`src/verilog/csfi_pkg.sv`:
```
// Package for the card-side function interface: shared constants and carrier structs.
// Assumes a single 50 MHz core clock domain.
package csfi_pkg;

   localparam int          CSFI_NUM_FUNC   = 2;
   localparam int          CSFI_ADDR_W     = 16;
   localparam int          CSFI_DATA_W     = 16;
   localparam int          CSFI_PORT_W     = 4;
   localparam int          CSFI_BYTE_W     = 8;

   // Default function I/O windows (base, mask of decoded bits).
   localparam logic [15:0] CSFI_WIN0_BASE  = 16'h0300;
   localparam logic [15:0] CSFI_WIN1_BASE  = 16'h02f8;
   localparam logic [15:0] CSFI_WIN_MASK   = 16'hfff0;

   // Attribute space shadowed on chip: addresses below this limit.
   localparam logic [15:0] CSFI_ATTR_LIMIT = 16'h0800;

   // Reset values.
   localparam logic [3:0]  CSFI_PORT_RST   = 4'h0;
   localparam logic        CSFI_HIGH       = 1'b1;
   localparam logic        CSFI_LOW        = 1'b0;

   // LAN mode roles of the general purpose port bits.
   localparam int          CSFI_LAN_PKT    = 0;
   localparam int          CSFI_LAN_IRQ    = 1;
   localparam int          CSFI_LAN_RDY    = 2;
   localparam int          CSFI_LAN_RST    = 3;
   localparam logic [3:0]  CSFI_LAN_DIR    = 4'hf;

   typedef struct packed {
      logic [15:0] addr;
      logic        io_read_n;
      logic        io_write_n;
      logic        oe_n;
      logic        we_n;
      logic        reg_n;
      logic        ce1_n;
      logic        ce2_n;
   } csfi_host_t;

   typedef struct packed {
      logic [1:0]  wait_in;
      logic [1:0]  wide_capable_n;
      logic [1:0]  ready;
      logic [1:0]  irq_in;
      logic        ring_in0_n;
      logic        ring_in1_n;
   } csfi_func_t;

   typedef enum logic [1:0] {CSFI_IDLE, CSFI_ACCESS, CSFI_STRETCH} csfi_state_t;

endpackage

```
`src/verilog/csfi_card_if.sv`:
```
// Card-side function interface: host I/O strobes to two ISA-like card functions.
// Assumes all inputs synchronous to i_core_clk; host reset arrives on i_nrst.
//
// What this block does
// RULE_01: Card read strobe is host read OR REG OR both card enables high.
// RULE_02: Card write strobe is host write OR REG OR both card enables high.
// RULE_03: Chip select with byte high enable off carries eight bits on low lane.
// RULE_04: Single bytes always travel on the low lane, odd or even address.
// RULE_05: Chip select with byte high enable on carries sixteen bits on full bus.
// RULE_06: One active-low chip select per function; only the addressed one asserts.
// RULE_07: Each function ready input shows as its ready/busy status; low is busy.
// RULE_08: Each function has a wait input that stretches the current card transaction.
// RULE_09: Each function gets its own reset output.
// RULE_10: Four-bit general purpose port with per-bit programmable direction.
// RULE_11: LAN mode gives general purpose port bits fixed network controller roles.
// RULE_12: Attribute accesses outside the shadowed region select external attribute memory.
// RULE_13: Ring inputs per function; in LAN mode function 0 ring is packet indicator.
// RULE_14: Each function interrupt input is forwarded toward host interrupt logic.
// RULE_15: Host wait output inserts wait states while a function holds its wait.
// RULE_16: A function asserts its wide-capable input; block drives host 16-bit indication.
// RULE_17: Speaker output is inverted audio when audio bits set, otherwise high.
// RULE_18: Host address is decoded against each function window; never two selected.
// RULE_19: Function in reset, or host reset, keeps its select and strobes idle.
`timescale 1ns/1ps
module csfi_card_if
   import csfi_pkg::*;
#(
   parameter int          NUM_FUNC = CSFI_NUM_FUNC,
   parameter int          PORT_W   = CSFI_PORT_W
)
(
   // Clock and reset
   input  wire logic                i_core_clk,
   input  wire logic                i_nrst,
   // Host side
   input  wire csfi_host_t          i_host,
   input  wire logic [15:0]         i_host_data,
   output      logic [15:0]         o_host_data,
   output      logic                o_host_wait_n,
   output      logic                o_host_wide_n,
   // Configuration
   input  wire logic [15:0]         i_win0_base,
   input  wire logic [15:0]         i_win1_base,
   input  wire logic [1:0]          i_win_enable,
   input  wire logic [1:0]          i_func_reset_req,
   input  wire logic                i_lan_mode,
   input  wire logic [PORT_W-1:0]   i_port_dir,
   input  wire logic [PORT_W-1:0]   i_port_wr_data,
   input  wire logic                i_audio_card,
   input  wire logic [1:0]          i_audio_func,
   // Card functions
   input  wire csfi_func_t          i_func,
   input  wire logic                i_audio_in,
   input  wire logic [15:0]         i_local_data_bus_in,
   output      logic [15:0]         o_local_data_bus_out,
   output      logic [15:0]         o_local_data_bus_oe,
   output      logic                o_card_io_read_n,
   output      logic                o_card_io_write_n,
   output      logic [1:0]          o_func_cs_n,
   output      logic                o_byte_high_en_n,
   output      logic [1:0]          o_function_reset_out,
   output      logic                o_ext_attr_mem_select_n,
   output      logic                o_speaker_out_n,
   // Status toward host logic
   output      logic [1:0]          o_ready_busy,
   output      logic [1:0]          o_irq_fwd,
   output      logic [1:0]          o_ring_fwd,
   output      logic                o_lan_packet,
   // General purpose port
   input  wire logic [PORT_W-1:0]   i_general_purpose_port_in,
   output      logic [PORT_W-1:0]   o_general_purpose_port_out,
   output      logic [PORT_W-1:0]   o_general_purpose_port_oe,
   output      logic [PORT_W-1:0]   o_port_rd_data
);

   // Refused at elaboration: the lane and port packing below is fixed.
   if (NUM_FUNC != 2)
      $error("csfi_card_if serves exactly two functions");
   if (PORT_W != 4)
      $error("csfi_card_if general purpose port must be four bits");

   // ****************************************************************
   // Address decode
   // ****************************************************************
   logic [1:0] win_hit;
   logic [1:0] sel;
   logic       strobe_ok;
   logic       rd_raw_n;
   logic       wr_raw_n;
   logic       wide_req;
   logic [1:0] reset_next;
   csfi_state_t state_reg;
   csfi_state_t state_next;

   csfi_win_dec u_win0
   (
      .i_addr (i_host.addr),
      .i_base (i_win0_base),
      .i_mask (CSFI_WIN_MASK),
      .o_hit  (win_hit[0])
   );

   csfi_win_dec u_win1
   (
      .i_addr (i_host.addr),
      .i_base (i_win1_base),
      .i_mask (CSFI_WIN_MASK),
      .o_hit  (win_hit[1])
   );

   // Selects look at the reset about to be driven, so a select never overlaps a function reset.
   assign reset_next = i_func_reset_req
                       | (i_lan_mode ? {1'b0, i_general_purpose_port_in[CSFI_LAN_RST]} : 2'b00);

   // Function 0 wins an overlap so at most one select can ever assert.
   always_comb
   begin
      sel = 2'b00;
      if (win_hit[0] && i_win_enable[0] && !reset_next[0])          // see RULE_18, RULE_19
         sel = 2'b01;
      else if (win_hit[1] && i_win_enable[1] && !reset_next[1])     // see RULE_18, RULE_19
         sel = 2'b10;
   end

   assign strobe_ok = (sel != 2'b00);
   assign rd_raw_n  = i_host.io_read_n | i_host.reg_n | (i_host.ce1_n & i_host.ce2_n);   // see RULE_01
   assign wr_raw_n  = i_host.io_write_n | i_host.reg_n | (i_host.ce1_n & i_host.ce2_n);  // see RULE_02
   // A 16-bit cycle needs both card enables low.
   assign wide_req  = !i_host.ce1_n && !i_host.ce2_n;

   // ****************************************************************
   // Transaction sequencing
   // ****************************************************************
   always_comb
   begin
      state_next = state_reg;
      unique case (state_reg)
         CSFI_IDLE:
            if (strobe_ok && !(rd_raw_n && wr_raw_n))
               state_next = CSFI_ACCESS;
         CSFI_ACCESS:
            if (|(i_func.wait_in & sel))                                 // see RULE_08
               state_next = CSFI_STRETCH;
            else if (rd_raw_n && wr_raw_n)
               state_next = CSFI_IDLE;
         CSFI_STRETCH:
            if (!(|(i_func.wait_in & sel)))
               state_next = (rd_raw_n && wr_raw_n) ? CSFI_IDLE : CSFI_ACCESS;
      endcase
   end

   always_ff @(posedge i_core_clk or negedge i_nrst)
   begin
      if (!i_nrst)
         state_reg <= CSFI_IDLE;
      else
         state_reg <= state_next;
   end

   // ****************************************************************
   // Card strobes, selects and byte lanes
   // ****************************************************************
   // Asynchronous reset forces every select and strobe idle.
   always_ff @(posedge i_core_clk or negedge i_nrst)
   begin
      if (!i_nrst)
      begin
         o_func_cs_n       <= 2'b11;                                     // see RULE_19
         o_card_io_read_n  <= CSFI_HIGH;
         o_card_io_write_n <= CSFI_HIGH;
         o_byte_high_en_n  <= CSFI_HIGH;
      end
      else
      begin
         o_func_cs_n       <= ~sel;                                      // see RULE_06
         o_card_io_read_n  <= rd_raw_n | !strobe_ok;                     // see RULE_01
         o_card_io_write_n <= wr_raw_n | !strobe_ok;                     // see RULE_02
         o_byte_high_en_n  <= !(strobe_ok && wide_req);                  // see RULE_03, RULE_05
      end
   end

   // Single bytes are steered to the low lane whatever the address parity.
   always_ff @(posedge i_core_clk or negedge i_nrst)
   begin
      if (!i_nrst)
      begin
         o_local_data_bus_out <= 16'h0000;
         o_local_data_bus_oe  <= 16'h0000;
         o_host_data          <= 16'h0000;
      end
      else if (strobe_ok && wide_req)
      begin
         o_local_data_bus_out <= i_host_data;                            // see RULE_05
         o_local_data_bus_oe  <= {16{!wr_raw_n}};
         o_host_data          <= i_local_data_bus_in;
      end
      else
      begin
         o_local_data_bus_out <= {8'h00, i_host.ce1_n ? i_host_data[15:8] : i_host_data[7:0]};  // see RULE_04
         o_local_data_bus_oe  <= {8'h00, {8{strobe_ok && !wr_raw_n}}};   // see RULE_03
         o_host_data          <= i_host.ce1_n ? {i_local_data_bus_in[7:0], 8'h00}
                                              : {8'h00, i_local_data_bus_in[7:0]};
      end
   end

   // ****************************************************************
   // Host wait, wide indication and attribute memory select
   // ****************************************************************
   always_ff @(posedge i_core_clk or negedge i_nrst)
   begin
      if (!i_nrst)
      begin
         o_host_wait_n           <= CSFI_HIGH;
         o_host_wide_n           <= CSFI_HIGH;
         o_ext_attr_mem_select_n <= CSFI_HIGH;
      end
      else
      begin
         o_host_wait_n           <= !(|(i_func.wait_in & sel));          // see RULE_15, RULE_08
         o_host_wide_n           <= !(|(~i_func.wide_capable_n & sel));  // see RULE_16
         o_ext_attr_mem_select_n <= !(!i_host.reg_n && !(i_host.oe_n && i_host.we_n)
                                    && (i_host.addr >= CSFI_ATTR_LIMIT)); // see RULE_12
      end
   end

   // ****************************************************************
   // Function resets, status and forwarding
   // ****************************************************************
   always_ff @(posedge i_core_clk or negedge i_nrst)
   begin
      if (!i_nrst)
         o_function_reset_out <= 2'b11;                                  // see RULE_09
      else
         o_function_reset_out <= reset_next;                             // see RULE_09
   end

   always_ff @(posedge i_core_clk or negedge i_nrst)
   begin
      if (!i_nrst)
      begin
         o_ready_busy <= 2'b00;
         o_irq_fwd    <= 2'b00;
         o_ring_fwd   <= 2'b00;
         o_lan_packet <= CSFI_LOW;
      end
      else
      begin
         o_ready_busy <= i_func.ready;                                   // see RULE_07
         o_irq_fwd    <= i_func.irq_in;                                  // see RULE_14
         o_ring_fwd   <= {!i_func.ring_in1_n, !i_func.ring_in0_n && !i_lan_mode};  // see RULE_13
         o_lan_packet <= i_lan_mode && !i_func.ring_in0_n;               // see RULE_13
      end
   end

   // ****************************************************************
   // Speaker
   // ****************************************************************
   always_ff @(posedge i_core_clk or negedge i_nrst)
   begin
      if (!i_nrst)
         o_speaker_out_n <= CSFI_HIGH;
      else
         o_speaker_out_n <= (i_audio_card && |i_audio_func) ? !i_audio_in : CSFI_HIGH;  // see RULE_17
   end

   // ****************************************************************
   // General purpose port
   // ****************************************************************
   // In LAN mode bit roles are fixed: packet, interrupt and ready are
   // driven out, bit 3 becomes a reset request input from the controller.
   always_ff @(posedge i_core_clk or negedge i_nrst)
   begin
      if (!i_nrst)
      begin
         o_general_purpose_port_out <= CSFI_PORT_RST;
         o_general_purpose_port_oe  <= CSFI_PORT_RST;
         o_port_rd_data             <= CSFI_PORT_RST;
      end
      else if (i_lan_mode)
      begin
         o_general_purpose_port_out <= {1'b0, i_func.ready[0], i_func.irq_in[0], !i_func.ring_in0_n};  // see RULE_11
         o_general_purpose_port_oe  <= CSFI_LAN_DIR & ~(4'h1 << CSFI_LAN_RST);                         // see RULE_11
         o_port_rd_data             <= i_general_purpose_port_in;
      end
      else
      begin
         o_general_purpose_port_out <= i_port_wr_data;                   // see RULE_10
         o_general_purpose_port_oe  <= i_port_dir;                       // see RULE_10
         o_port_rd_data             <= (i_port_wr_data & i_port_dir) | (i_general_purpose_port_in & ~i_port_dir);
      end
   end

endmodule

```
`src/verilog/csfi_win_dec.sv`:
```
// One function's I/O window comparator.
// Assumes base and mask are stable configuration inputs.
`timescale 1ns/1ps
module csfi_win_dec
   import csfi_pkg::*;
#(
   parameter int ADDR_W = CSFI_ADDR_W
)
(
   // Address and window
   input  wire logic [ADDR_W-1:0] i_addr,
   input  wire logic [ADDR_W-1:0] i_base,
   input  wire logic [ADDR_W-1:0] i_mask,
   // Result
   output      logic              o_hit
);

   assign o_hit = ((i_addr & i_mask) == (i_base & i_mask));

endmodule
```
`config.mk`:
```
export PLATFORM = sky130hd
export DESIGN_NAME = csfi_card_if
export DESIGN_NICKNAME = d
export VERILOG_FILES = /design/src/verilog/csfi_pkg.sv /design/src/verilog/csfi_card_if.sv /design/src/verilog/csfi_win_dec.sv
export SDC_FILE = /design/constraint.sdc
export NUM_CORES = 1
export LEC_CHECK = 0
export ABC_AREA = 1
export BUFFER_PORTS_ARGS = -buffer_cell sky130_fd_sc_hd__buf_2
export CAP_MARGIN = 20
export CELL_PAD_IN_SITES_DETAIL_PLACEMENT = 2
export CELL_PAD_IN_SITES_GLOBAL_PLACEMENT = 2
export CORE_MARGIN = 4
export CORE_UTILIZATION = 21
export DETAILED_ROUTE_END_ITERATION = 8
export GPL_TIMING_DRIVEN = 0
export PLACE_DENSITY = 0.83
export SYNTH_ARGS = -nofsm -noshare
export SYNTH_HDL_FRONTEND = slang
export SYNTH_SLANG_ARGS = --single-unit
```
`constraint.sdc`:
```
create_clock -name i_core_clk -period 0.8 [get_ports i_core_clk]
set_clock_uncertainty 0.05 [all_clocks]
set_input_delay 0.04 -clock i_core_clk [delete_from_list [all_inputs] [get_ports i_core_clk]]
set_output_delay 0.04 -clock i_core_clk [all_outputs]
set_load 0.02 [all_outputs]
```
# After elaboration in Yosys (flattened, before gate mapping)
# Index checks and enable logic that the tools add are counted.
op_classes:
  order_cmp: 1
  n_eq_ne: 2
  mux: 12
  bitwise: 16
  reduce_logical: 33
ops:
  columns: ["op", "count"]
  rows:
  - ["16-bit 2-to-1 mux", 4]
  - ["12-bit equality test", 2]
  - ["16-bit by 12-bit greater-or-equal comparator with 1-bit output (second input constant)", 1]
  - ["1-bit logical NOT", 16]
  - ["1-bit logical AND", 13]
  - ["4-bit 2-to-1 mux", 3]
  - ["4-bit AND", 2]
  - ["8-bit 2-to-1 mux", 1]
  - ["1-bit bitwise OR", 6]
  - ["2-bit OR reduction", 3]
  - ["2-bit AND", 2]
  - ["2-bit 2-to-1 mux", 2]
  - ["2-bit NOT", 2]
  - ["4-bit NOT", 1]
  - ["4-bit bitwise OR", 1]
  - ["1-bit 2-to-1 mux", 2]
  - ["2-bit by 1-bit bitwise OR with 2-bit output", 1]
  - ["2-bit nonzero test", 1]
  - ["1-bit AND", 1]
totals:
  regBits: 78
  input_bits: 120

# Longest topological paths before layout
depth:
  depth_word: 9
  mapped_depth: 11
  depth_no_buf: 11

# Cells and area by module
# Synthesis repeated with hierarchy kept, for this count alone.
unflattened:
  cells_unflattened: 412
  hier_area_um2: 3151.8
by_module_without_submodules:
  columns: ["module", "n_inst", "cells_each", "area_each_um2", "seq_area_each_um2"]
  rows:
  - ["csfi_card_if", 1, 222, 2401.1, 1615.3]
  - ["csfi_win_dec", 2, 95, 375.4, 0.0]

# Worst setup path before layout
# OpenSTA, ideal clock, no wires.
synth_timing:
  path_kind: "input port to flip-flop"
  start: "input i_host[12] (netlist name)"
  end: "register o_local_data_bus_out[10]"
  setup_time_ns: 0.070
  t_arrival_ns: 0.808
  t_required_ns: 0.680
  slack_ns: -0.128
  path_stages: 10
  cell_sequence: "inv_1 nand2_1 nand2_1 nor2_1 nand2_1 nor2_2 nand2_4 nand2_4 nand2_8 nor2_2"
synth_via:
  elab_chain_len: 8
  word_cells_on_any_way: 11
  cone_classes: "eq/ne: 2; mux: 3; reduce/logical: 6"
synth_rtl:
  columns: ["element", "line_no", "rtl"]
  rows:
  - ["start: declaration", "csfi_card_if.sv:36", "input wire csfi_host_t i_host,"]
  - ["12-bit equality test", "csfi_win_dec.sv:18", "assign o_hit = ((i_addr & i_mask) == (i_base & i_mask));"]
  - ["1-bit logical AND (2 in a row)", "csfi_card_if.sv:121", "else if (win_hit[1] && i_win_enable[1] && !reset_next[1])"]
  - ["2-bit 2-to-1 mux", "csfi_card_if.sv:121", null]
  - ["2-bit 2-to-1 mux *", "csfi_card_if.sv:119", "if (win_hit[0] && i_win_enable[0] && !reset_next[0])"]
  - ["2-bit nonzero test *", "csfi_card_if.sv:125", "assign strobe_ok = (sel != 2'b00);"]
  - ["1-bit logical AND *", "csfi_card_if.sv:191", "else if (strobe_ok && wide_req)"]
  - ["16-bit 2-to-1 mux *", "csfi_card_if.sv:191", null]
  - ["end signal: assignment", "csfi_card_if.sv:193", "o_local_data_bus_out <= i_host_data;"]
  - ["end signal: assignment", "csfi_card_if.sv:199", "o_local_data_bus_out <= {8'h00, i_host.ce1_n ? i_host_data[15:8] : i_host_data[7:0]};"]
  - ["end: declaration", "csfi_card_if.sv:55", "output logic [15:0] o_local_data_bus_out,"]
# Mark *: on every way between the ends. The rest lies on a longest branch, timed or not.

# Worst setup path in the final report
layout_timing:
  start: "register o_local_data_bus_oe[14]"
  end: "output o_local_data_bus_oe[14]"
layout_lines:
  columns: ["element", "line_no", "rtl"]
  rows:
  - ["start: declaration", "csfi_card_if.sv:56", "output logic [15:0] o_local_data_bus_oe,"]
  - ["start signal: assignment", "csfi_card_if.sv:194", "o_local_data_bus_oe <= {16{!wr_raw_n}};"]
  - ["start signal: assignment", "csfi_card_if.sv:200", "o_local_data_bus_oe <= {8'h00, {8{strobe_ok && !wr_raw_n}}};"]
# No word-level cell between the ends.

==> metrics.md <==
| Metric | Value |
|---|---|
| Largest net degree at the start of global routing | 39 |
| Reg power frac | 34.6% |
| Register area | 0.00162 sq mm |
| Pre-CTS setup slack | -0.548 ns |
| PortBufs | roughly 180 |
| CP required | slightly above 0.7 ns |
| Worst Hold Slack | -0.289 ns |
| Placed cell areas | 0.00433 sq mm |
| Post-layout minimum cycle time | 1.20 ns |
| Crit path max-delay cell type | dfrtp_2 |
| Pint | around 7200 uW |
| Actual slew at the worst max-slew pin | 0.705 ns |
| Clock sinks | 64 |
| Synth Warn # | 0 |
| Wire per inst | 21.5 microns |
| Mapped Cells | 400 |
| Most frequent CP cell | buf_6 |
| Number of nets still failing antenna checks after routing | 0 |
| Drt via density | 4.36 |
| Layout fillers | about 1500 |
| Setup violators final | 107 |
| CP arrival | between 1 and 1.5 ns |
| Worst setup SP type | flip-flop |
| First-pass GRT wire length | 25700 microns |
| WL final | about 18000 microns |
| Commonest cells after routing, fill and taps aside | 113 x buf_6, 71 x buf_2, 61 x dlygate4sd3_1, 56 x nand2_2, 55 x nand2_1 |
| Setup WS post-layout | -0.402 ns |
| Ports | 198 |
| Number of remaining DRC errors | 0 |
| Post-Place Cells | 769 |
| Die Ht | 130 microns |
| P_sw | around 2900 uW |
| Layout cell share with drive strength beyond 1 | 60.0% |
| Count of different cell masters after synthesis | 25 |
| Worst path max stage delay | 0.51 ns |
| Max Transition Viols Final | 0 |
| Initial Utilization | 21.4% |
| GPL Wtd Cong | 0.803 |
| CP max FO | 8 |
| Worst-case clock buffer depth | 2 |
| CP endpoint kind | output port |
| Commonest non-fill, non-tap cell in the layout | buf_6 |
| Via Count | 3746 |
| Flops & latches, synth | 64 |
| Layout area overhead | 115% |
| Final Non-Filler Cells | 859 |
| CTS tree | built |
| Mapped Area | around 0.0031 sq mm |
| Root Buffer | clkbuf_16 |
| Syn nets | 520 |
| RSZ-0062 raised after global routing | true |
| Combinational Power Share | a little under a quarter |
| DRT Pass-1 Iters | 4 |
| Die area | roughly 0.017 sq mm |
| Sequential cell area fraction in the yosys report | about 52% |
| Violated checks | hold timing, setup timing |
| Final TNS setup | -18.57 ns |
| Max Clk Rate | 0.832 GHz |
| GRT Util Overall | between 20% and 30% |
| Outcome | finished, violations left |
| PwrDens | 1510 mW/mm^2 |
| Nets | 787 |
| Min-delay worst type | input pin to async pin |
| Initial antenna violation count | 2 |
| Multi-input gate area | 0.00158 sq mm |
| Max_cap viols | 0 |
| CTS buffer count | 9 |
| Setup CP Type | flip-flop to output port |
| Relative slew slack | 53.0% |
| Reg clk slew, reported paths | 0.07 ns |
| Clock share of power | 42.6% |
| Gr ovfl total | 0 |
| Final Cycle Share | 150% |
| Mean Syn Cell Area | 7.75 sq um |
| Htree depth | 3 |
| VDD IR max | between 1 and 1.5 mV |
| Sw frac | approximately 28% |
| Fin area | 0.00666 sq mm |
| Core area | 0.0145 sq mm |
| Row Count | 44 |
| Critical Path, Cell by Cell | buf_6, buf_6 |
| Pleak | 0.00343 uW |
| Initial drt markers | 103 |
| Vias in the first global route | about 4400 |
| Endpoints failing hold | 29 |
| Post-DP HPWL | 10400 microns |
| Chip width | between 100 and 150 microns |
-- per-stage QoR --
stage               power [uW]  hold WS (ns)  utilization, %
global placement          4780         0.100            29.7
finish                   10100        -0.289            46.0
floorplan                 4130        -0.306               -
global route             10500        -0.252            46.0
CTS                       9800        -0.298            43.5
detailed placement        4860        0.0573            29.9
-- layer usage --
layer / up-vias / global-route usage [%] / wire (microns)
li1: 1707 / - / -
met5: - / 0 / 0
met2: 163 / 40.6 / 10300
met4: 0 / 8.80 / 907
met1: 1828 / 20.5 / 6350
met3: 48 / 3.59 / 847
-- power groups by stage --
stage	registers (uW)	logic (uW)	clock network [uW]
2_1_floorplan	3670	451	0
3_3_place_gp	3480	1300	0
3_5_place_dp	3490	1370	0
4_1_cts	3470	2060	4270
5_1_grt	3500	2470	4530
6_report	3490	2300	4290
-- synth_stat cells, drive strengths merged --
cell type,instances,area share [%]
nand2,134,17
inv,75,9.1
nor2,64,8.9
dfrtp,53,43
buf,15,3.6
nand3,13,2.1
dfstp,11,9.3
a21oi,10,1.6
clkbuf,4,0.48
o21ai,4,0.65
mux2,3,1.1
nand4,3,0.61
or2,3,0.61
a31oi,2,0.40
nand3b,2,0.48
o211ai,2,0.48
and3,1,0.20
xnor2,1,0.28
-- critical path: cells and delay by family, from the launching register on --
kind	cells	cell delay [ns]
buffers and inverters	2	0.28
flip-flops	1	0.51
-- logic make-up after synthesis --
| family | after synthesis | share of synthesized area (%) |
|---|---|---|
| simple gates | 220 | 30.3 |
| buf+inv | 94 | 13.1 |
| flops | 64 | 52.1 |
| compound gates | 18 | 3.15 |
| mux | 3 | 1.09 |
| xor+xnor | 1 | 0.283 |
-- state kept, by name, summed over array words and instances, names as in the netlist, 2 cells and up --
register	flops
o_host_data	16
o_local_data_bus_out	16
o_general_purpose_port_oe	4
o_general_purpose_port_out	4
o_port_rd_data	4
o_func_cs_n	2
o_function_reset_out	2
o_irq_fwd	2
o_local_data_bus_oe	2
o_ready_busy	2
o_ring_fwd	2
-- path summary, 6_finish.rpt --
kind / cells after the start / end / start / slack, ns
max: 2 / o_local_data_bus_oe[14] / o_local_data_bus_oe[14]$_DFF_PN0_ / -0.40
min in group i_core_clk: 2 / o_general_purpose_port_oe[0]$_DFF_PN0_ / i_port_dir[0] / -0.06
max in group asynchronous: 2 / o_ext_attr_mem_select_n$_DFF_PN1_ / i_nrst / 0.26
min: 1 / o_local_data_bus_out[3]$_DFF_PN0_ / i_nrst / -0.29
-- final cells by class --
class,count,share of cell area [%]
buffer,19,2.72
timing repair buffer,255,35.8
tap,184,3.46
inverter,75,5.05
antenna,3,0.113
clock inverter,7,1.43
multi-input combinational,243,23.8
sequential,64,24.3
clock buffer,9,3.38
-- timing repair --
action,4_1_cts,5_1_grt
hold endpoints to repair,83,35
buffers inserted,4,5
setup endpoints to repair,101,117
gates cloned,1,0
gates resized for setup,303,111
hold buffers,65,3
pin swaps,75,59
No activity file was read; power rests on OpenSTA's default activity.
